<file path="config.mk">
export PLATFORM = sky130hd
export DESIGN_NAME = mdr_readback
export DESIGN_NICKNAME = d
export VERILOG_FILES = /design/src/hw/mdr_pkg.sv /design/src/hw/mdr_div_if.sv /design/src/hw/mdr_readback.sv /design/src/hw/mdr_divider.sv
export SDC_FILE = /design/constraint.sdc
export NUM_CORES = 1
export LEC_CHECK = 0
export BUFFER_PORTS_ARGS = -buffer_cell sky130_fd_sc_hd__buf_2
export CAP_MARGIN = 20
export CORE_MARGIN = 3
export CORE_UTILIZATION = 52
export DETAILED_ROUTE_END_ITERATION = 16
export GPL_ROUTABILITY_DRIVEN = 0
export PLACE_DENSITY_LB_ADDON = 0.15
export RECOVER_POWER = 100
export SYNTH_ARGS = -nofsm -noshare
export SYNTH_HDL_FRONTEND = slang
export SYNTH_SLANG_ARGS = --single-unit
</file>
<file path="constraint.sdc">
create_clock -name i_clk -period 6.6 [get_ports i_clk]
set_input_delay 0.33 -clock i_clk [delete_from_list [all_inputs] [get_ports i_clk]]
set_output_delay 0.33 -clock i_clk [all_outputs]
set_load 0.03 [all_outputs]
</file>
<file path="src/hw/mdr_pkg.sv">
// Constants and helpers shared by the diagnostic readback block.
package mdr_pkg;

  // ****************************************
  // Register offsets
  // ****************************************
  localparam logic [7:0] ADDR_STATUS   = 8'h10;
  localparam logic [7:0] ADDR_SPEED_HI = 8'h11;
  localparam logic [7:0] ADDR_SPEED_LO = 8'h12;
  localparam logic [7:0] ADDR_PER_HI   = 8'h13;
  localparam logic [7:0] ADDR_PER_LO   = 8'h14;
  localparam logic [7:0] ADDR_KT_HI    = 8'h15;
  localparam logic [7:0] ADDR_KT_LO    = 8'h16;
  localparam logic [7:0] ADDR_POS      = 8'h19;
  localparam logic [7:0] ADDR_SUPPLY   = 8'h1A;
  localparam logic [7:0] ADDR_CMD      = 8'h1B;
  localparam logic [7:0] ADDR_DUTY     = 8'h1C;

  // ****************************************
  // Field positions and reset values
  // ****************************************
  localparam int         ST_OVER_TEMP  = 7;
  localparam int         ST_SLEEP      = 6;
  localparam int         ST_OVER_CURR  = 5;
  localparam int         ST_LOCKED     = 4;
  localparam logic [7:0] RST_BYTE      = 8'h00;
  localparam logic [15:0] RST_WORD     = 16'h0000;

  // ****************************************
  // Timing
  // ****************************************
  localparam int          CLK_HZ      = 20_000_000;
  localparam int          TICK_US     = 10;
  localparam int          TICK_CYCLES = (CLK_HZ / 1_000_000) * TICK_US;
  localparam logic [7:0]  TICK_LAST   = 8'(TICK_CYCLES - 1);
  // Speed is ten times frequency, so speed = 10 / (ticks * tick time).
  localparam logic [19:0] SPEED_NUM   = 20'(10_000_000 / TICK_US);
  localparam logic [4:0]  DIV_LAST    = 5'h13;

  // ****************************************
  // Open-loop tach options and command sources
  // ****************************************
  localparam logic [1:0] OL_FOLLOW  = 2'h0;
  localparam logic [1:0] OL_HIGH    = 2'h1;
  localparam logic [1:0] OL_FIRST   = 2'h2;
  localparam logic [1:0] SRC_PWM    = 2'h0;
  localparam logic [1:0] SRC_ANALOG = 2'h1;

  // Sector and advance codes of the sensed position.
  function automatic logic [7:0] mdr_pos_code(input logic [2:0] sec,
                                              input logic [1:0] adv);
    logic [7:0] s;
    logic [7:0] a;
    case (sec)
      3'h1:    s = 8'h2B;
      3'h2:    s = 8'h55;
      3'h3:    s = 8'h80;
      3'h4:    s = 8'hAB;
      3'h5:    s = 8'hD5;
      default: s = 8'h00;
    endcase
    case (adv)
      2'h0:    a = 8'h16;
      2'h1:    a = 8'h2C;
      2'h2:    a = 8'h3F;
      default: a = 8'h55;
    endcase
    // Eight-bit sum wraps, which is the modulo 256 of the code.
    return s + a;
  endfunction

endpackage

</file>
<file path="src/hw/mdr_div_if.sv">
// Request and answer bundle between the readback block and its divider.
`timescale 1ns/1ps
`default_nettype none
interface mdr_div_if;
  logic        start;
  logic [15:0] divisor;
  logic        done;
  logic [15:0] quot;
  modport master (output start, output divisor, input done, input quot);
  modport worker (input start, input divisor, output done, output quot);
endinterface
`default_nettype wire

</file>
<file path="src/hw/mdr_readback.sv">
// Diagnostic readback registers and tach output control of the driver.
`timescale 1ns/1ps
`default_nettype none
module mdr_readback
(
  // Clock and reset
  input  wire logic        i_clk,
  input  wire logic        i_nrst,
  // Register read port from the serial slave
  input  wire logic        i_rd_en,
  input  wire logic [7:0]  i_rd_addr,
  output logic             o_rd_valid,
  output logic [7:0]       o_rd_data,
  // Protection and state flags
  input  wire logic        i_over_temp,
  input  wire logic        i_sleep_state,
  input  wire logic        i_over_curr,
  input  wire logic        i_rotor_locked,
  // Drive state and phase U zero crossings
  input  wire logic        i_spinning,
  input  wire logic        i_open_loop,
  input  wire logic        i_zc_u,
  // Velocity constant integrator result
  input  wire logic        i_kt_valid,
  input  wire logic [15:0] i_kt_value,
  // Inductive position sense result
  input  wire logic        i_ipd_done,
  input  wire logic [2:0]  i_ipd_sector,
  input  wire logic [1:0]  i_ipd_advance,
  // Supply measurement
  input  wire logic        i_supply_valid,
  input  wire logic [7:0]  i_supply_code,
  // Speed sources and output duty
  input  wire logic [1:0]  i_cmd_source,
  input  wire logic [7:0]  i_pwm_duty,
  input  wire logic [7:0]  i_analog_level,
  input  wire logic [8:0]  i_serial_speed,
  input  wire logic [7:0]  i_out_duty,
  // Tach control
  input  wire logic [1:0]  i_open_loop_tach_select,
  input  wire logic        i_tach_toggle,
  output logic             o_tach_out
);

  // ****************************************
  // Storage
  // ****************************************
  logic [7:0]  status_q;
  logic [15:0] speed_q;
  logic [15:0] period_q;
  logic [15:0] kt_q;
  logic [7:0]  pos_q;
  logic [7:0]  supply_q;
  logic [7:0]  cmd_q;
  logic [7:0]  duty_q;
  logic [7:0]  speed_snap_q;
  logic [7:0]  period_snap_q;
  logic [7:0]  kt_snap_q;
  logic [7:0]  tick_q;
  logic [15:0] count_q;
  logic        armed_q;
  logic        start_q;
  logic        tach_q;
  logic        tach_d;
  logic        first_done_q;
  logic        open_loop_q;
  logic        rd_valid_q;
  logic [7:0]  rd_data_q;
  logic [7:0]  rd_data_d;
  logic        tick_end;

  mdr_div_if div_bus ();

  mdr_divider u_div
  (
    .i_clk  (i_clk),
    .i_nrst (i_nrst),
    .div    (div_bus.worker)
  );

  assign div_bus.start   = start_q;
  assign div_bus.divisor = period_q;

  // ****************************************
  // Status flags
  // ****************************************
  // Sampled every cycle so a read sees the present condition.
  // status flag capture
  always_ff @(posedge i_clk or negedge i_nrst)
  begin
    if (!i_nrst)
    begin
      status_q <= mdr_pkg::RST_BYTE;
    end
    else
    begin
      status_q <= mdr_pkg::RST_BYTE;
      status_q[mdr_pkg::ST_OVER_TEMP] <= i_over_temp;
      status_q[mdr_pkg::ST_SLEEP]     <= i_sleep_state;
      status_q[mdr_pkg::ST_OVER_CURR] <= i_over_curr;
      status_q[mdr_pkg::ST_LOCKED]    <= i_rotor_locked;
    end
  end

  // ****************************************
  // Electrical period measurement
  // ****************************************
  assign tick_end = (tick_q == mdr_pkg::TICK_LAST);

  // Period counts whole 10 us ticks between phase U crossings and
  // saturates, so a very slow motor reads as the longest period.
  // period in tick units
  always_ff @(posedge i_clk or negedge i_nrst)
  begin
    if (!i_nrst)
    begin
      tick_q   <= 8'h00;
      count_q  <= mdr_pkg::RST_WORD;
      armed_q  <= 1'b0;
      period_q <= mdr_pkg::RST_WORD;
      start_q  <= 1'b0;
    end
    else
    begin
      start_q <= 1'b0;
      if (!i_spinning)
      begin
        armed_q <= 1'b0;
        tick_q  <= 8'h00;
        count_q <= mdr_pkg::RST_WORD;
      end
      else if (i_zc_u)
      begin
        tick_q  <= 8'h00;
        count_q <= mdr_pkg::RST_WORD;
        armed_q <= 1'b1;
        if (armed_q && (count_q != 16'h0000))
        begin
          period_q <= count_q;
          start_q  <= 1'b1;
        end
      end
      else
      begin
        tick_q <= tick_end ? 8'h00 : tick_q + 8'h01;
        if (tick_end && (count_q != 16'hFFFF))
        begin
          count_q <= count_q + 16'h0001;
        end
      end
    end
  end

  // Speed follows each new period once the divider answers; a
  // stopped motor starts no division, so the last speed remains.
  // speed from period
  always_ff @(posedge i_clk or negedge i_nrst)
  begin
    if (!i_nrst)
    begin
      speed_q <= mdr_pkg::RST_WORD;
    end
    else if (div_bus.done)
    begin
      speed_q <= div_bus.quot;
    end
  end

  // ****************************************
  // Other measurements
  // ****************************************
  // Each value is taken whenever its source reports a fresh result, the velocity constant only while spinning.
  // velocity constant store
  always_ff @(posedge i_clk or negedge i_nrst)
  begin
    if (!i_nrst)
    begin
      kt_q <= mdr_pkg::RST_WORD;
    end
    else if (i_kt_valid && i_spinning)
    begin
      kt_q <= i_kt_value;
    end
  end

  always_ff @(posedge i_clk or negedge i_nrst)
  begin
    if (!i_nrst)
    begin
      pos_q <= mdr_pkg::RST_BYTE;
    end
    else if (i_ipd_done)
    begin
      pos_q <= mdr_pkg::mdr_pos_code(i_ipd_sector, i_ipd_advance);
    end
  end

  always_ff @(posedge i_clk or negedge i_nrst)
  begin
    if (!i_nrst)
    begin
      supply_q <= mdr_pkg::RST_BYTE;
    end
    else if (i_supply_valid)
    begin
      supply_q <= i_supply_code;
    end
  end

  // The serial command has nine bits; dropping the lowest maps its
  // full scale onto 255 at the cost of one bit of resolution.
  // command source select
  always_ff @(posedge i_clk or negedge i_nrst)
  begin
    if (!i_nrst)
    begin
      cmd_q  <= mdr_pkg::RST_BYTE;
      duty_q <= mdr_pkg::RST_BYTE;
    end
    else
    begin
      duty_q <= i_out_duty;
      if (i_cmd_source == mdr_pkg::SRC_PWM)
      begin
        cmd_q <= i_pwm_duty;
      end
      else if (i_cmd_source == mdr_pkg::SRC_ANALOG)
      begin
        cmd_q <= i_analog_level;
      end
      else
      begin
        cmd_q <= i_serial_speed[8:1];
      end
    end
  end

  // ****************************************
  // Snapshot bytes for two-byte values
  // ****************************************
  // Reading an upper byte freezes the matching lower byte, so the host
  // gets a consistent word only if it reads upper first.
  // snapshot on upper read
  always_ff @(posedge i_clk or negedge i_nrst)
  begin
    if (!i_nrst)
    begin
      speed_snap_q  <= mdr_pkg::RST_BYTE;
      period_snap_q <= mdr_pkg::RST_BYTE;
      kt_snap_q     <= mdr_pkg::RST_BYTE;
    end
    else if (i_rd_en)
    begin
      if (i_rd_addr == mdr_pkg::ADDR_SPEED_HI)
      begin
        speed_snap_q <= speed_q[7:0];
      end
      else if (i_rd_addr == mdr_pkg::ADDR_PER_HI)
      begin
        period_snap_q <= period_q[7:0];
      end
      else if (i_rd_addr == mdr_pkg::ADDR_KT_HI)
      begin
        kt_snap_q <= kt_q[7:0];
      end
    end
  end

  // ****************************************
  // Read decode
  // ****************************************
  // Unmapped offsets read as zero.
  // read-only address block
  always_comb
  begin
    rd_data_d = mdr_pkg::RST_BYTE;
    if (i_rd_addr == mdr_pkg::ADDR_STATUS)
      rd_data_d = status_q;
    else if (i_rd_addr == mdr_pkg::ADDR_SPEED_HI)
      rd_data_d = speed_q[15:8];
    else if (i_rd_addr == mdr_pkg::ADDR_SPEED_LO)
      rd_data_d = speed_snap_q;
    else if (i_rd_addr == mdr_pkg::ADDR_PER_HI)
      rd_data_d = period_q[15:8];
    else if (i_rd_addr == mdr_pkg::ADDR_PER_LO)
      rd_data_d = period_snap_q;
    else if (i_rd_addr == mdr_pkg::ADDR_KT_HI)
      rd_data_d = kt_q[15:8];
    else if (i_rd_addr == mdr_pkg::ADDR_KT_LO)
      rd_data_d = kt_snap_q;
    else if (i_rd_addr == mdr_pkg::ADDR_POS)
      rd_data_d = pos_q;
    else if (i_rd_addr == mdr_pkg::ADDR_SUPPLY)
      rd_data_d = supply_q;
    else if (i_rd_addr == mdr_pkg::ADDR_CMD)
      rd_data_d = cmd_q;
    else if (i_rd_addr == mdr_pkg::ADDR_DUTY)
      rd_data_d = duty_q;
  end

  // Read answer is registered one cycle after the strobe.
  // live upper bytes and snapshot lower bytes returned
  always_ff @(posedge i_clk or negedge i_nrst)
  begin
    if (!i_nrst)
    begin
      rd_valid_q <= 1'b0;
      rd_data_q  <= mdr_pkg::RST_BYTE;
    end
    else
    begin
      rd_valid_q <= i_rd_en;
      if (i_rd_en)
      begin
        rd_data_q <= rd_data_d;
      end
    end
  end

  assign o_rd_valid = rd_valid_q;
  assign o_rd_data  = rd_data_q;

  // ****************************************
  // Tach output control
  // ****************************************
  // First startup ends when the drive leaves open loop for the first
  // time after reset; later restarts count as subsequent.
  always_ff @(posedge i_clk or negedge i_nrst)
  begin
    if (!i_nrst)
    begin
      open_loop_q  <= 1'b0;
      first_done_q <= 1'b0;
    end
    else
    begin
      open_loop_q <= i_open_loop;
      if (open_loop_q && !i_open_loop)
      begin
        first_done_q <= 1'b1;
      end
    end
  end

  // Unused select code 3 is treated as hold high.
  // open-loop option decode
  always_comb
  begin
    tach_d = tach_q;
    if (i_rotor_locked)
      tach_d = 1'b1;
    else if (!i_open_loop)
      tach_d = i_tach_toggle ? !tach_q : tach_q;
    else if (i_open_loop_tach_select == mdr_pkg::OL_FOLLOW)
      tach_d = i_tach_toggle ? !tach_q : tach_q;
    else if ((i_open_loop_tach_select == mdr_pkg::OL_FIRST) && !first_done_q)
      tach_d = i_tach_toggle ? !tach_q : tach_q;
    else
      tach_d = 1'b1;
  end

  // Idle level of the tach pin is high.
  always_ff @(posedge i_clk or negedge i_nrst)
  begin
    if (!i_nrst)
      tach_q <= 1'b1;
    else
      tach_q <= tach_d;
  end

  assign o_tach_out = tach_q;

  // ****************************************
  // Assertions
  // ****************************************
  a_lock_tach_high: assert property (@(posedge i_clk) disable iff (!i_nrst)
    i_rotor_locked |=> o_tach_out)
    else $error("tach not high while locked");

  a_ol_hold_high: assert property (@(posedge i_clk) disable iff (!i_nrst)
    (i_open_loop && (i_open_loop_tach_select == mdr_pkg::OL_HIGH)) |=> o_tach_out)
    else $error("tach not held high in open loop");

  a_ol_follow_tog: assert property (@(posedge i_clk) disable iff (!i_nrst)
    (i_open_loop && !i_rotor_locked && i_tach_toggle &&
     (i_open_loop_tach_select == mdr_pkg::OL_FOLLOW))
    |=> (o_tach_out != $past(o_tach_out)))
    else $error("tach did not toggle at drive rate");

  a_first_start: assert property (@(posedge i_clk) disable iff (!i_nrst)
    (first_done_q && i_open_loop &&
     (i_open_loop_tach_select == mdr_pkg::OL_FIRST)) |=> o_tach_out)
    else $error("tach pulsed on a later restart");

  a_snap_take: assert property (@(posedge i_clk) disable iff (!i_nrst)
    (i_rd_en && (i_rd_addr == mdr_pkg::ADDR_SPEED_HI))
    |=> (speed_snap_q == $past(speed_q[7:0])))
    else $error("lower byte not captured on upper read");

  a_snap_return: assert property (@(posedge i_clk) disable iff (!i_nrst)
    (i_rd_en && (i_rd_addr == mdr_pkg::ADDR_PER_LO))
    |=> (o_rd_valid && (o_rd_data == $past(period_snap_q))))
    else $error("lower byte read not from snapshot");

  a_status_read: assert property (@(posedge i_clk) disable iff (!i_nrst)
    (i_rd_en && (i_rd_addr == mdr_pkg::ADDR_STATUS))
    |=> (o_rd_data[mdr_pkg::ST_OVER_TEMP] == $past(i_over_temp, 2)))
    else $error("status flag read wrong");

  a_pos_code: assert property (@(posedge i_clk) disable iff (!i_nrst)
    (i_ipd_done && (i_ipd_sector == 3'h5) && (i_ipd_advance == 2'h3))
    |=> (pos_q == 8'h2A))
    else $error("position code not summed mod 256");

  a_stop_hold: assert property (@(posedge i_clk) disable iff (!i_nrst)
    (!i_spinning && !start_q) |=> $stable(period_q))
    else $error("period changed while stopped");

  a_speed_load: assert property (@(posedge i_clk) disable iff (!i_nrst)
    start_q |-> ##21 div_bus.done ##1 (speed_q == $past(div_bus.quot)))
    else $error("speed not updated after period");

endmodule
`default_nettype wire

</file>
<file path="src/hw/mdr_divider.sv">
// Sequential divider turning the period count into a speed value.
`timescale 1ns/1ps
`default_nettype none
module mdr_divider
(
  // Clock and reset
  input wire logic i_clk,
  input wire logic i_nrst,
  // Request and answer
  mdr_div_if.worker div
);

  typedef enum logic [0:0] {DV_IDLE, DV_RUN} mdr_dstate_e;

  mdr_dstate_e state_q;
  logic [15:0] rem_q;
  logic [19:0] dvd_q;
  logic [19:0] quo_q;
  logic [15:0] den_q;
  logic [4:0]  cnt_q;
  logic        done_q;
  logic [15:0] res_q;
  logic [16:0] trial;
  logic        fits;
  logic [19:0] quo_d;

  // One restoring step: shift in the next dividend bit and try.
  always_comb
  begin
    trial = {rem_q, dvd_q[19]};
    fits  = trial >= {1'b0, den_q};
    quo_d = {quo_q[18:0], fits};
  end

  // ****************************************
  // Division sequence
  // ****************************************
  // Twenty steps per result; a saturated quotient reads as all ones.
  always_ff @(posedge i_clk or negedge i_nrst)
  begin
    if (!i_nrst)
    begin
      state_q <= DV_IDLE;
      rem_q   <= 16'h0000;
      dvd_q   <= 20'h00000;
      quo_q   <= 20'h00000;
      den_q   <= 16'h0000;
      cnt_q   <= 5'h00;
      done_q  <= 1'b0;
      res_q   <= 16'h0000;
    end
    else
    begin
      done_q <= 1'b0;
      case (state_q)
        DV_IDLE:
        begin
          if (div.start)
          begin
            rem_q   <= 16'h0000;
            dvd_q   <= mdr_pkg::SPEED_NUM;
            quo_q   <= 20'h00000;
            den_q   <= div.divisor;
            cnt_q   <= 5'h00;
            state_q <= DV_RUN;
          end
        end
        default:
        begin
          rem_q <= fits ? 16'(trial - {1'b0, den_q}) : trial[15:0];
          dvd_q <= {dvd_q[18:0], 1'b0};
          quo_q <= quo_d;
          cnt_q <= cnt_q + 5'h01;
          if (cnt_q == mdr_pkg::DIV_LAST)
          begin
            res_q   <= (quo_d[19:16] != 4'h0) ? 16'hFFFF : quo_d[15:0];
            done_q  <= 1'b1;
            state_q <= DV_IDLE;
          end
        end
      endcase
    end
  end

  assign div.done = done_q;
  assign div.quot = res_q;

endmodule
`default_nettype wire

</file>
======== Yosys cells after proc, flatten, opt, wreduce, memory -nomap -nowiden ========
Cells that the tools add are included.
operators by class
  add/subtract/negate cells ............... 5
  $lt $le $gt $ge ......................... 1
  equality and inequality tests ........... 25
  multiplexer cells ....................... 48
  bitwise logic cells ..................... 3
  reduce and logical (&&, ||, !) cells .... 20
operator list
  cell                                                             number
  8-bit two-way mux                                                18
  16-bit two-way mux                                               7
  8-bit by 5-bit == test with 1-bit output, second input constant  11
  20-bit two-way mux                                               2
  8-bit case mux with 5 select lines                               1
  19-bit two-way mux                                               2
  7-bit case mux with 3 select lines                               1
  17-bit by 16-bit greater-or-equal comparator with 1-bit output   1
  16-bit by 1-bit adder with 16-bit output, second input constant  1
  16-bit != test, second input constant                            1
  16-bit nonzero test                                              1
  16-bit subtractor                                                1
  1-bit two-way mux                                                15
  5-bit two-way mux                                                2
  8-bit by 1-bit adder with 8-bit output, second input constant    1
  8-bit adder                                                      1
  8-bit == test, second input constant                             1
  3-bit by 2-bit == test with 1-bit output, second input constant  2
  3-bit == test, second input constant                             2
  2-bit logical NOT                                                3
  2-bit AND reduction                                              3
  3-bit AND reduction                                              2
  5-bit by 1-bit adder with 5-bit output, second input constant    1
  5-bit == test, second input constant                             1
  11 further kinds                                                 21
word-level totals
  register bits after elaboration ......... 240
  input bits .............................. 88
  output and inout port bits .............. 10
  logic and storage cells ................. 130

======== Logic depth before layout (Yosys ltp) ========
Gate-level depths: netlist of the first run.
  word-level depth ........................ 12
  mapped depth ............................ 11
  depth with buffers taken out ............ 11

======== By module ========
From an unflattened synthesis of the first run, not the netlist that was laid out.
unflattened totals
  cell total of the unflattened synthesis .. 1,121
  area, all modules ....................... 11,593.6 µm²
by module, submodules not included
  module        times used  cells each  area each (µm²)  seq. area each (µm²)
  mdr_readback  1           656         7,245.7          3,654.8
  mdr_divider   1           465         4,347.9          2,202.1

======== Least setup slack after synthesis of the first run ========
Ideal clock, no wire load.
  path type ............................... reg2reg
  start ................................... register u_div.rem_q[12]
  end ..................................... register u_div.rem_q[1]
  library setup time ...................... 104 ps
  arrival time ............................ 2,232 ps
  required time ........................... 6,496 ps
  slack ................................... 4,264 ps
  stages on the path, launching flop included .. 11
  path buffers ............................ 3
  period minus slack after synthesis ...... 2,336 ps
  path through ............................ dfrtp_1 ha_1 buf_2 nand3_2 or2_4 a2111o_1 and2_4 buf_6 buf_6 a211o_1 o311ai_1
between the ends
  word-level cells in the longest chain between the ends .. 3
RTL lines
  element                                                         line               RTL
  start: declaration                                              mdr_divider.sv:16  logic [15:0] rem_q;
  start signal: assignment                                        mdr_divider.sv:70  rem_q <= fits ? 16'(trial - {1'b0, den_q}) : trial[15:0];
  17-bit by 16-bit greater-or-equal comparator with 1-bit output  mdr_divider.sv:31  fits = trial >= {1'b0, den_q};
  16-bit two-way mux                                              mdr_divider.sv:70
  16-bit two-way mux                                              mdr_divider.sv:55  case (state_q)
No other way between the ends.
A chain may end at the register's enable or synchronous reset.

======== Worst setup path in the final report of the first run ========
  start ................................... register u_div.state_q
  end ..................................... register u_div.rem_q[3]
between the ends
  word-level cells in the longest chain between the ends .. 1
  elaborated cells between the ends (all ways) .. 2
  classes of those cells .................. mux: 1; reduce/logical: 1
RTL lines
  element                                                          line               RTL
  start: declaration                                               mdr_divider.sv:15  mdr_dstate_e state_q;
  start signal: assignment                                         mdr_divider.sv:43  state_q <= DV_IDLE;
  start signal: assignment                                         mdr_divider.sv:65  state_q <= DV_RUN;
  start signal: assignment                                         mdr_divider.sv:78  state_q <= DV_IDLE;
  16-bit two-way mux / 2-bit nonzero test (equally long branches)  n/a
Parallel ways exist; a longest one is shown, timed or not.

==> summary.txt, run 1 <==
Worst setup path
  – Worst Path Class, Setup: reg -> reg
  – CP Capture Type: flop
  – Data arrival, critical path: 4.64 ns
  – Flop2flop setup slack: 2.39 ns
  – Critical path launch point: u_div.state_q$_DFF_PN0_
  – Required @ worst endpoint: 7.03 ns
  – CP endpoint: u_div.rem_q[3]$_DFFE_PN0P_
  – FF-to-FF End: u_div.rem_q[3]$_DFFE_PN0P_
  – Critical path fanouts, max: 57
  – CP Launch Type: flop
  – Reg2reg path depth: 6
  – RR Startpoint: u_div.state_q$_DFF_PN0_

Routing
  – DR vias: 8464
  – Drt drc: 0
  – First-pass DRT Iterations: 5
  – DRT Wirelength: 26000 µm
  – Avg WL per Cell: 17.7 µm
  – Antenna violation net count after detailed routing: 0
  – First-iteration detailed-routing DRC count: 581
  – Vias per cell: 5.77

Pwr
  – Pwr Density: 360 mW/mm²
  – Comb pwr share: 0.294
  – Switching share of power: 0.327
  – Sw Pwr: 1.53 mW
  – Clock power frac: 0.315
  – Leakage Power: 5.83 nW
  – P_int: 3.15 mW
  – Sequential share of power: 0.391
  – Pwr Total: 4.67 mW
  – Worst vdd ir: 0.182 mV

STA
  – Max frequency: 0.237 GHz
  – Tmin final: 4.21 ns
  – Skew final: 0.0154 ns
  – Fin crit share: 0.639
  – Least-Margin Pin Slew: 2.41 ns
  – Max transition margin: -0.610
  – Final Slew Violations: 98
  – Final Hold Viols: 0
  – Post-Route Setup TNS: 0 ns
  – RSZ-0062 raised after global routing: no
  – Endpoints failing setup: 0

Synthesis
  – XOR/XNOR Fraction of Synth Area: 0.0255
  – Adder-cell share of the synthesized area: 0.0367
  – Sequential cell area fraction in the yosys report: 0.517
  – Syn_area_per_cell: 10.4 µm²
  – Yosys warning total: 0
  – Mux cell area share after synthesis: 0.0899
  – Share of the synthesized area in the top cell type: 0.515
  – Net Count, Synth: 1205
  – Yosys reg bits: 234
  – Post-Synthesis Cells: 1085
  – Post-synth EDFFs: 0
  – Post-synthesis instance area: 0.0113 mm²
  – Largest cells by area after synthesis: dfrtp_1 52%, mux2_2 7.7%, nand2_1 5.1%
  – Post-synth ARST share: 1.00
  – Count of cell types in the netlist: 75
  – Compound-Gate Fraction of Synth Area: 0.161
  – Yosys top cell by area: dfrtp_1
  – Post-Synth Simple-Gate Area: 0.135
  – Main combinational cell family by area after synthesis: compound AO/OA/AOI/OAI gates
  – Top_reg_cell synth: dfrtp_1

Placement
  – Port bufs: 96
  – Detailed placement HPWL: 17700 µm

Layout
  – Area Overhead vs Synth: 14.6%
  – Multi-input gate area: 0.00504 mm²
  – Fraction of layout cells with a size suffix above 1: 0.177
  – Fill count: 1817
  – Nets: 1295
  – N_diodes: 0
  – Seq. cell area: 0.00586 mm²

Outcome
  – Status: complete, but fails checks
  – Failing checks: capacitance limit, slew limit

Clock network
  – CTS tree: done
  – Post-CTS Resized: 0
  – Deepest clock path buffer count: 3
  – # H-tree levels: 1
  – CTS root buffer: clkbuf_16
  – CTS Buf Count: 26
  – CTS clk-pin slew, worst paths: 0.07 ns
  – Clock net sink count: 234
  – Post-CTS setup buffers: 0
  – Worst-Skew Late Latency: 0.52 ns

Global route
  – Largest net degree at the start of global routing: 93
  – Total gr overflow: 0
  – Initial antenna violation count: 0
  – First-pass GRT wire length: 42500 µm
  – Gr usage total: 0.217
  – Vias in the first global route: 8313

Floorplanning
  – FP Rows: 53
  – Initial Util: 0.533
  – Core Area: 0.0212 mm²
  – Die ar.: 0.0236 mm²
  – Top Ports: 98
  – Die height: 154 µm
  – Die Width: 154 µm

Hold path
  – Worst hold path class: in -> reg

Job
  – Max_cap viols: 2
-- critical path: stages, from the launching register on --
cell and delay [ns]:
dfrtp_1 0.34, clkbuf_1 1.72, inv_1 1.07, buf_4 0.52, nor3_1 0.20, o21ai_0 0.10
o211ai_1 0.12
-- through the flow --
step / hold slack (ns) / setup WS (ns) / area (µm²) / utilization / instances
floorplan: 0.0344 / 4.26 / 11300 / - / 1085
finish: 0.0170 / 2.39 / 13000 / 0.612 / 1468
CTS: 0.000816 / 3.91 / 13000 / 0.614 / 1466
detailed placement: 0.403 / 3.73 / 12000 / 0.565 / 1406
global route: 0.0275 / 1.95 / 13000 / 0.612 / 1468
global placement: 0.402 / 3.69 / 12000 / 0.565 / 1406
-- final cells by class --
| type | instances | area share |
|---|---|---|
| clock inverters | 7 | 0.00733 |
| clock buffers | 39 | 0.0617 |
| inverters | 40 | 0.0116 |
| multi-input cells | 752 | 0.389 |
| flip-flops and latches | 234 | 0.451 |
| well taps | 275 | 0.0265 |
| repair buffers | 121 | 0.0528 |
-- sequential cells by signal, indices dropped and copies added (netlist names), 14 cells and up --
signal and cells:
div_bus.divisor 16, speed_q 16, u_div.den_q 16, count_q 16, u_div.div.quot 16, u_div.dvd_q 14
kt_q 16, u_div.rem_q 16, u_div.quo_q 19
-- synth_stat cells, types with 10 or more instances --
cell type / count
dfrtp_1: 233
nand2_1: 154
o21ai_0: 86
mux2_2: 77
nor2_1: 57
clkbuf_1: 45
inv_1: 40
a21oi_1: 37
ha_1: 30
nand3_1: 21
nor3_1: 20
o22a_1: 19
xnor2_1: 19
mux2i_1: 15
xor2_1: 14
and3_1: 13
nor2b_1: 12
a22oi_1: 11
o22ai_1: 11
a211oi_1: 10
-- worst min-delay path by stage --
stage                 startpoint                  endpoint  slack [ns]  cells past startpoint
6_report       i_serial_speed[3]        cmd_q[2]$_DFF_PN0_        0.02                      3
3_3_place_gp              i_nrst  u_div.div.done$_DFF_PN0_        0.40                      1
3_5_place_dp              i_nrst  u_div.div.done$_DFF_PN0_        0.40                      1
4_1_cts        i_serial_speed[2]        cmd_q[1]$_DFF_PN0_      0.0008                      3
5_1_grt        i_serial_speed[2]        cmd_q[1]$_DFF_PN0_        0.03                      3
2_1_floorplan             i_nrst       armed_q$_DFFE_PN0P_        0.03                      0
-- cell usage in the layout (no fill, tap or decap), types with 8 or more instances in the layout --
| cell type | count |
|---|---|
| clkbuf_1 | 28 |
| clkbuf_8 | 8 |
| nor2_1 | 58 |
| mux2i_1 | 15 |
| clkbuf_16 | 27 |
| nand4_1 | 9 |
| xnor2_1 | 19 |
| o21a_1 | 9 |
| inv_1 | 40 |
| nor2b_1 | 12 |
| a22oi_1 | 11 |
| mux2_2 | 76 |
| o22ai_1 | 11 |
| and3_1 | 13 |
| a21oi_1 | 38 |
| nand3_1 | 21 |
| xor2_1 | 14 |
| dfrtp_1 | 233 |
| o22a_1 | 19 |
| nor3_1 | 20 |
| buf_2 | 78 |
| dlygate4sd3_1 | 14 |
| a211oi_1 | 10 |
| o21ai_0 | 86 |
| ha_1 | 30 |
| nand2_1 | 154 |
-- power by group through the flow --
stage	clock (mW)	sequential [mW]	combinational, mW
2_1_floorplan	0	1.80	1.08
4_1_cts	1.51	1.83	1.38
6_report	1.47	1.83	1.37
3_3_place_gp	0	1.85	1.33
3_5_place_dp	0	1.85	1.36
5_1_grt	1.57	1.86	1.54
-- kinds of logic (layout without fill, tap and decap cells) --
group           after synthesis  count (layout)
flops                       234             234
simple gates                329             329
compound gates              266             266
buf+inv                      99             207
xor+xnor                     33              33
mux                          92              92
fa+ha+maj                    32              32
-- what timing repair did --
| item | CTS | global route |
|---|---|---|
| endpoints found under the setup margin | 0 | 0 |
| hold buffers | 14 | 0 |
| hold endpoints to repair | 103 | 0 |
-- metal layers --
metal,track usage,up-vias,wire [µm]
met4,0.0538,0,460
li1,-,4070,-
met1,0.308,4159,11600
met2,0.360,204,12800
met5,0,-,0
met3,0.0262,31,1120
Note: power is estimated with default switching activity, not from simulation.
==> inputs of run 2 (changes only) <==
- clock period: 6.6 -> 4.3 ns (I/O delays scaled with it)
==> summary.txt, run 2 (synthesis results as in run 1) <==
Routing
  – Vias per cell: 5.73
  – Antenna violation net count after detailed routing: 0
  – Avg WL per Cell: 17.7 µm
  – First-iteration detailed-routing DRC count: 632
  – DR vias: 8630
  – DRT Wirelength: 26600 µm
  – Drt drc: 0
  – First-pass DRT Iterations: 5

Pwr
  – Clock power frac: 0.289
  – Leakage Power: 5.94 nW
  – Sequential share of power: 0.404
  – Switching share of power: 0.334
  – Pwr Total: 6.98 mW
  – Pwr Density: 527 mW/mm²
  – Comb pwr share: 0.307
  – Worst vdd ir: 0.320 mV
  – P_int: 4.65 mW
  – Sw Pwr: 2.33 mW

Floorplanning
  – Die ar.: 0.0236 mm²
  – Initial Util: 0.533
  – FP Rows: 53
  – Die height: 154 µm
  – Die Width: 154 µm
  – Top Ports: 98
  – Core Area: 0.0212 mm²

STA
  – Post-Route Setup TNS: 0 ns
  – Fin crit share: 0.751
  – Final Slew Violations: 157
  – RSZ-0062 raised after global routing: no
  – Least-Margin Pin Slew: 2.63 ns
  – Endpoints failing setup: 0
  – Max transition margin: -0.752
  – Max frequency: 0.310 GHz
  – Skew final: 0.00828 ns
  – Final Hold Viols: 0
  – Tmin final: 3.23 ns

Clock network
  – Post-CTS Resized: 0
  – Clock net sink count: 234
  – Post-CTS setup buffers: 0
  – CTS Buf Count: 25
  – Deepest clock path buffer count: 3
  – Worst-Skew Late Latency: 0.51 ns
  – CTS tree: done
  – CTS root buffer: clkbuf_16
  – # H-tree levels: 1
  – CTS clk-pin slew, worst paths: 0.06 ns
  – Hold Buf Count CTS: 54

Worst setup path
  – CP Capture Type: flop
  – Critical path's top delay family: compound AO/OA/AOI/OAI gates
  – CP Launch Type: flop
  – Crit path max-delay cell type: o41ai_1
  – Critical path launch point: count_q[3]$_DFFE_PN0P_
  – Crit-path cells: and4_1, nand4_1, o41ai_1, clkbuf_1, nor3_1, xnor2_1, nor2_1
  – Data arrival, critical path: 3.59 ns
  – Flop2flop setup slack: 1.07 ns
  – RR Startpoint: count_q[3]$_DFFE_PN0P_
  – Required @ worst endpoint: 4.66 ns
  – Critical path fanouts, max: 12
  – Worst Path Class, Setup: reg -> reg
  – Max stage delay on crit path: 1.33 ns
  – Worst path bufs/invs: 1

Placement
  – Placed inst area: 0.0120 mm²
  – Detailed placement HPWL: 17600 µm
  – Port bufs: 96

Layout
  – Max reg flops: 19
  – Area Overhead vs Synth: 17.1%
  – Most common cell after layout, fill and taps aside: dfrtp_1
  – Largest register by flop count: u_div.quo_q
  – Cell area after layout: 0.0133 mm²
  – N_diodes: 0
  – Nets: 1335
  – Commonest cells after routing, fill and taps aside: 233 x dfrtp_1, 154 x nand2_1, 86 x o21ai_0, 78 x buf_2, 77 x mux2_2
  – Fraction of layout cells with a size suffix above 1: 0.171

Global route
  – Total gr overflow: 0
  – Gr usage total: 0.220
  – Largest net degree at the start of global routing: 107
  – Vias in the first global route: 8632
  – Initial antenna violation count: 0
  – First-pass GRT wire length: 43400 µm

Hold path
  – Min-delay src: i_pwm_duty[1]
  – Worst hold path class: in -> reg

Outcome
  – Failing checks: capacitance limit, slew limit
  – Status: complete, but fails checks

Job
  – Max_cap viols: 3
==> run 2: changes by cell type in the layout (fill, tap and decap cells not counted), moves of 2 or more <==
| cell | change |
|---|---|
| clkbuf_8 | -4 |
| clkbuf_16 | -2 |
| buf_4 | +4 |
| dlygate4sd3_1 | +40 |
| clkinv_2 | +2 |
==> run 2: metal layers <==
metal	up-vias	part of all wire	global-route usage	wire, µm
met4	0	0.0069	0.0362	184
met2	192	0.50	0.376	13200
met1	4271	0.45	0.309	12000
met3	16	0.045	0.0315	1180
met5	-	0	0	0
li1	4151	-	-	-
==> run 2: final timing paths <==
path	cells after the start	to
min	3	cmd_q[1]$_DFF_PN0_
max in group asynchronous	3	kt_q[12]$_DFFE_PN0P_
min in group asynchronous	2	u_div.quo_q[2]$_DFFE_PN0P_
min reg2reg	1	tick_q[0]$_DFF_PN0_
max reg2reg	7	count_q[5]$_DFFE_PN0P_
max	7	count_q[5]$_DFFE_PN0P_
==> run 2: metrics by stage <==
step | setup slack [ns] | instances | util | hold WS [ns]
floorplan | 1.96 | 1085 | - | -0.0806
global route | 0.854 | 1506 | 0.625 | 0.0229
finish | 1.07 | 1506 | 0.625 | 0.0108
detailed placement | 1.73 | 1408 | 0.566 | 0.320
global placement | 1.74 | 1408 | 0.566 | 0.312
CTS | 1.68 | 1505 | 0.627 | 0.0107
==> run 2: worst min-delay path, delay by kind of cell <==
family	cells	cell delay (ns)
AO/OA/AOI/OAI	1	0.14
multiplexers	1	0.05
buffers and inverters	1	0.07
==> run 2: power groups by stage <==
| stage | registers, mW | clock network (mW) | logic (mW) |
|---|---|---|---|
| 5_1_grt | 2.86 | 2.16 | 2.40 |
| 6_report | 2.82 | 2.02 | 2.14 |
| 3_5_place_dp | 2.89 | 0 | 2.04 |
| 4_1_cts | 2.85 | 2.07 | 2.10 |
| 3_3_place_gp | 2.88 | 0 | 2.00 |
| 2_1_floorplan | 2.77 | 0 | 1.65 |
==> run 2: final cells by class <==
type | instances | area (µm²)
Tap cell | 275 | 344
Fill cell | 1792 | 7960
Multi-Input combinational cell | 752 | 5060
Inverter | 40 | 150
Clock buffer | 36 | 707
Timing Repair Buffer | 162 | 1070
Clock inverter | 7 | 65.1
Sequential cell | 234 | 5860
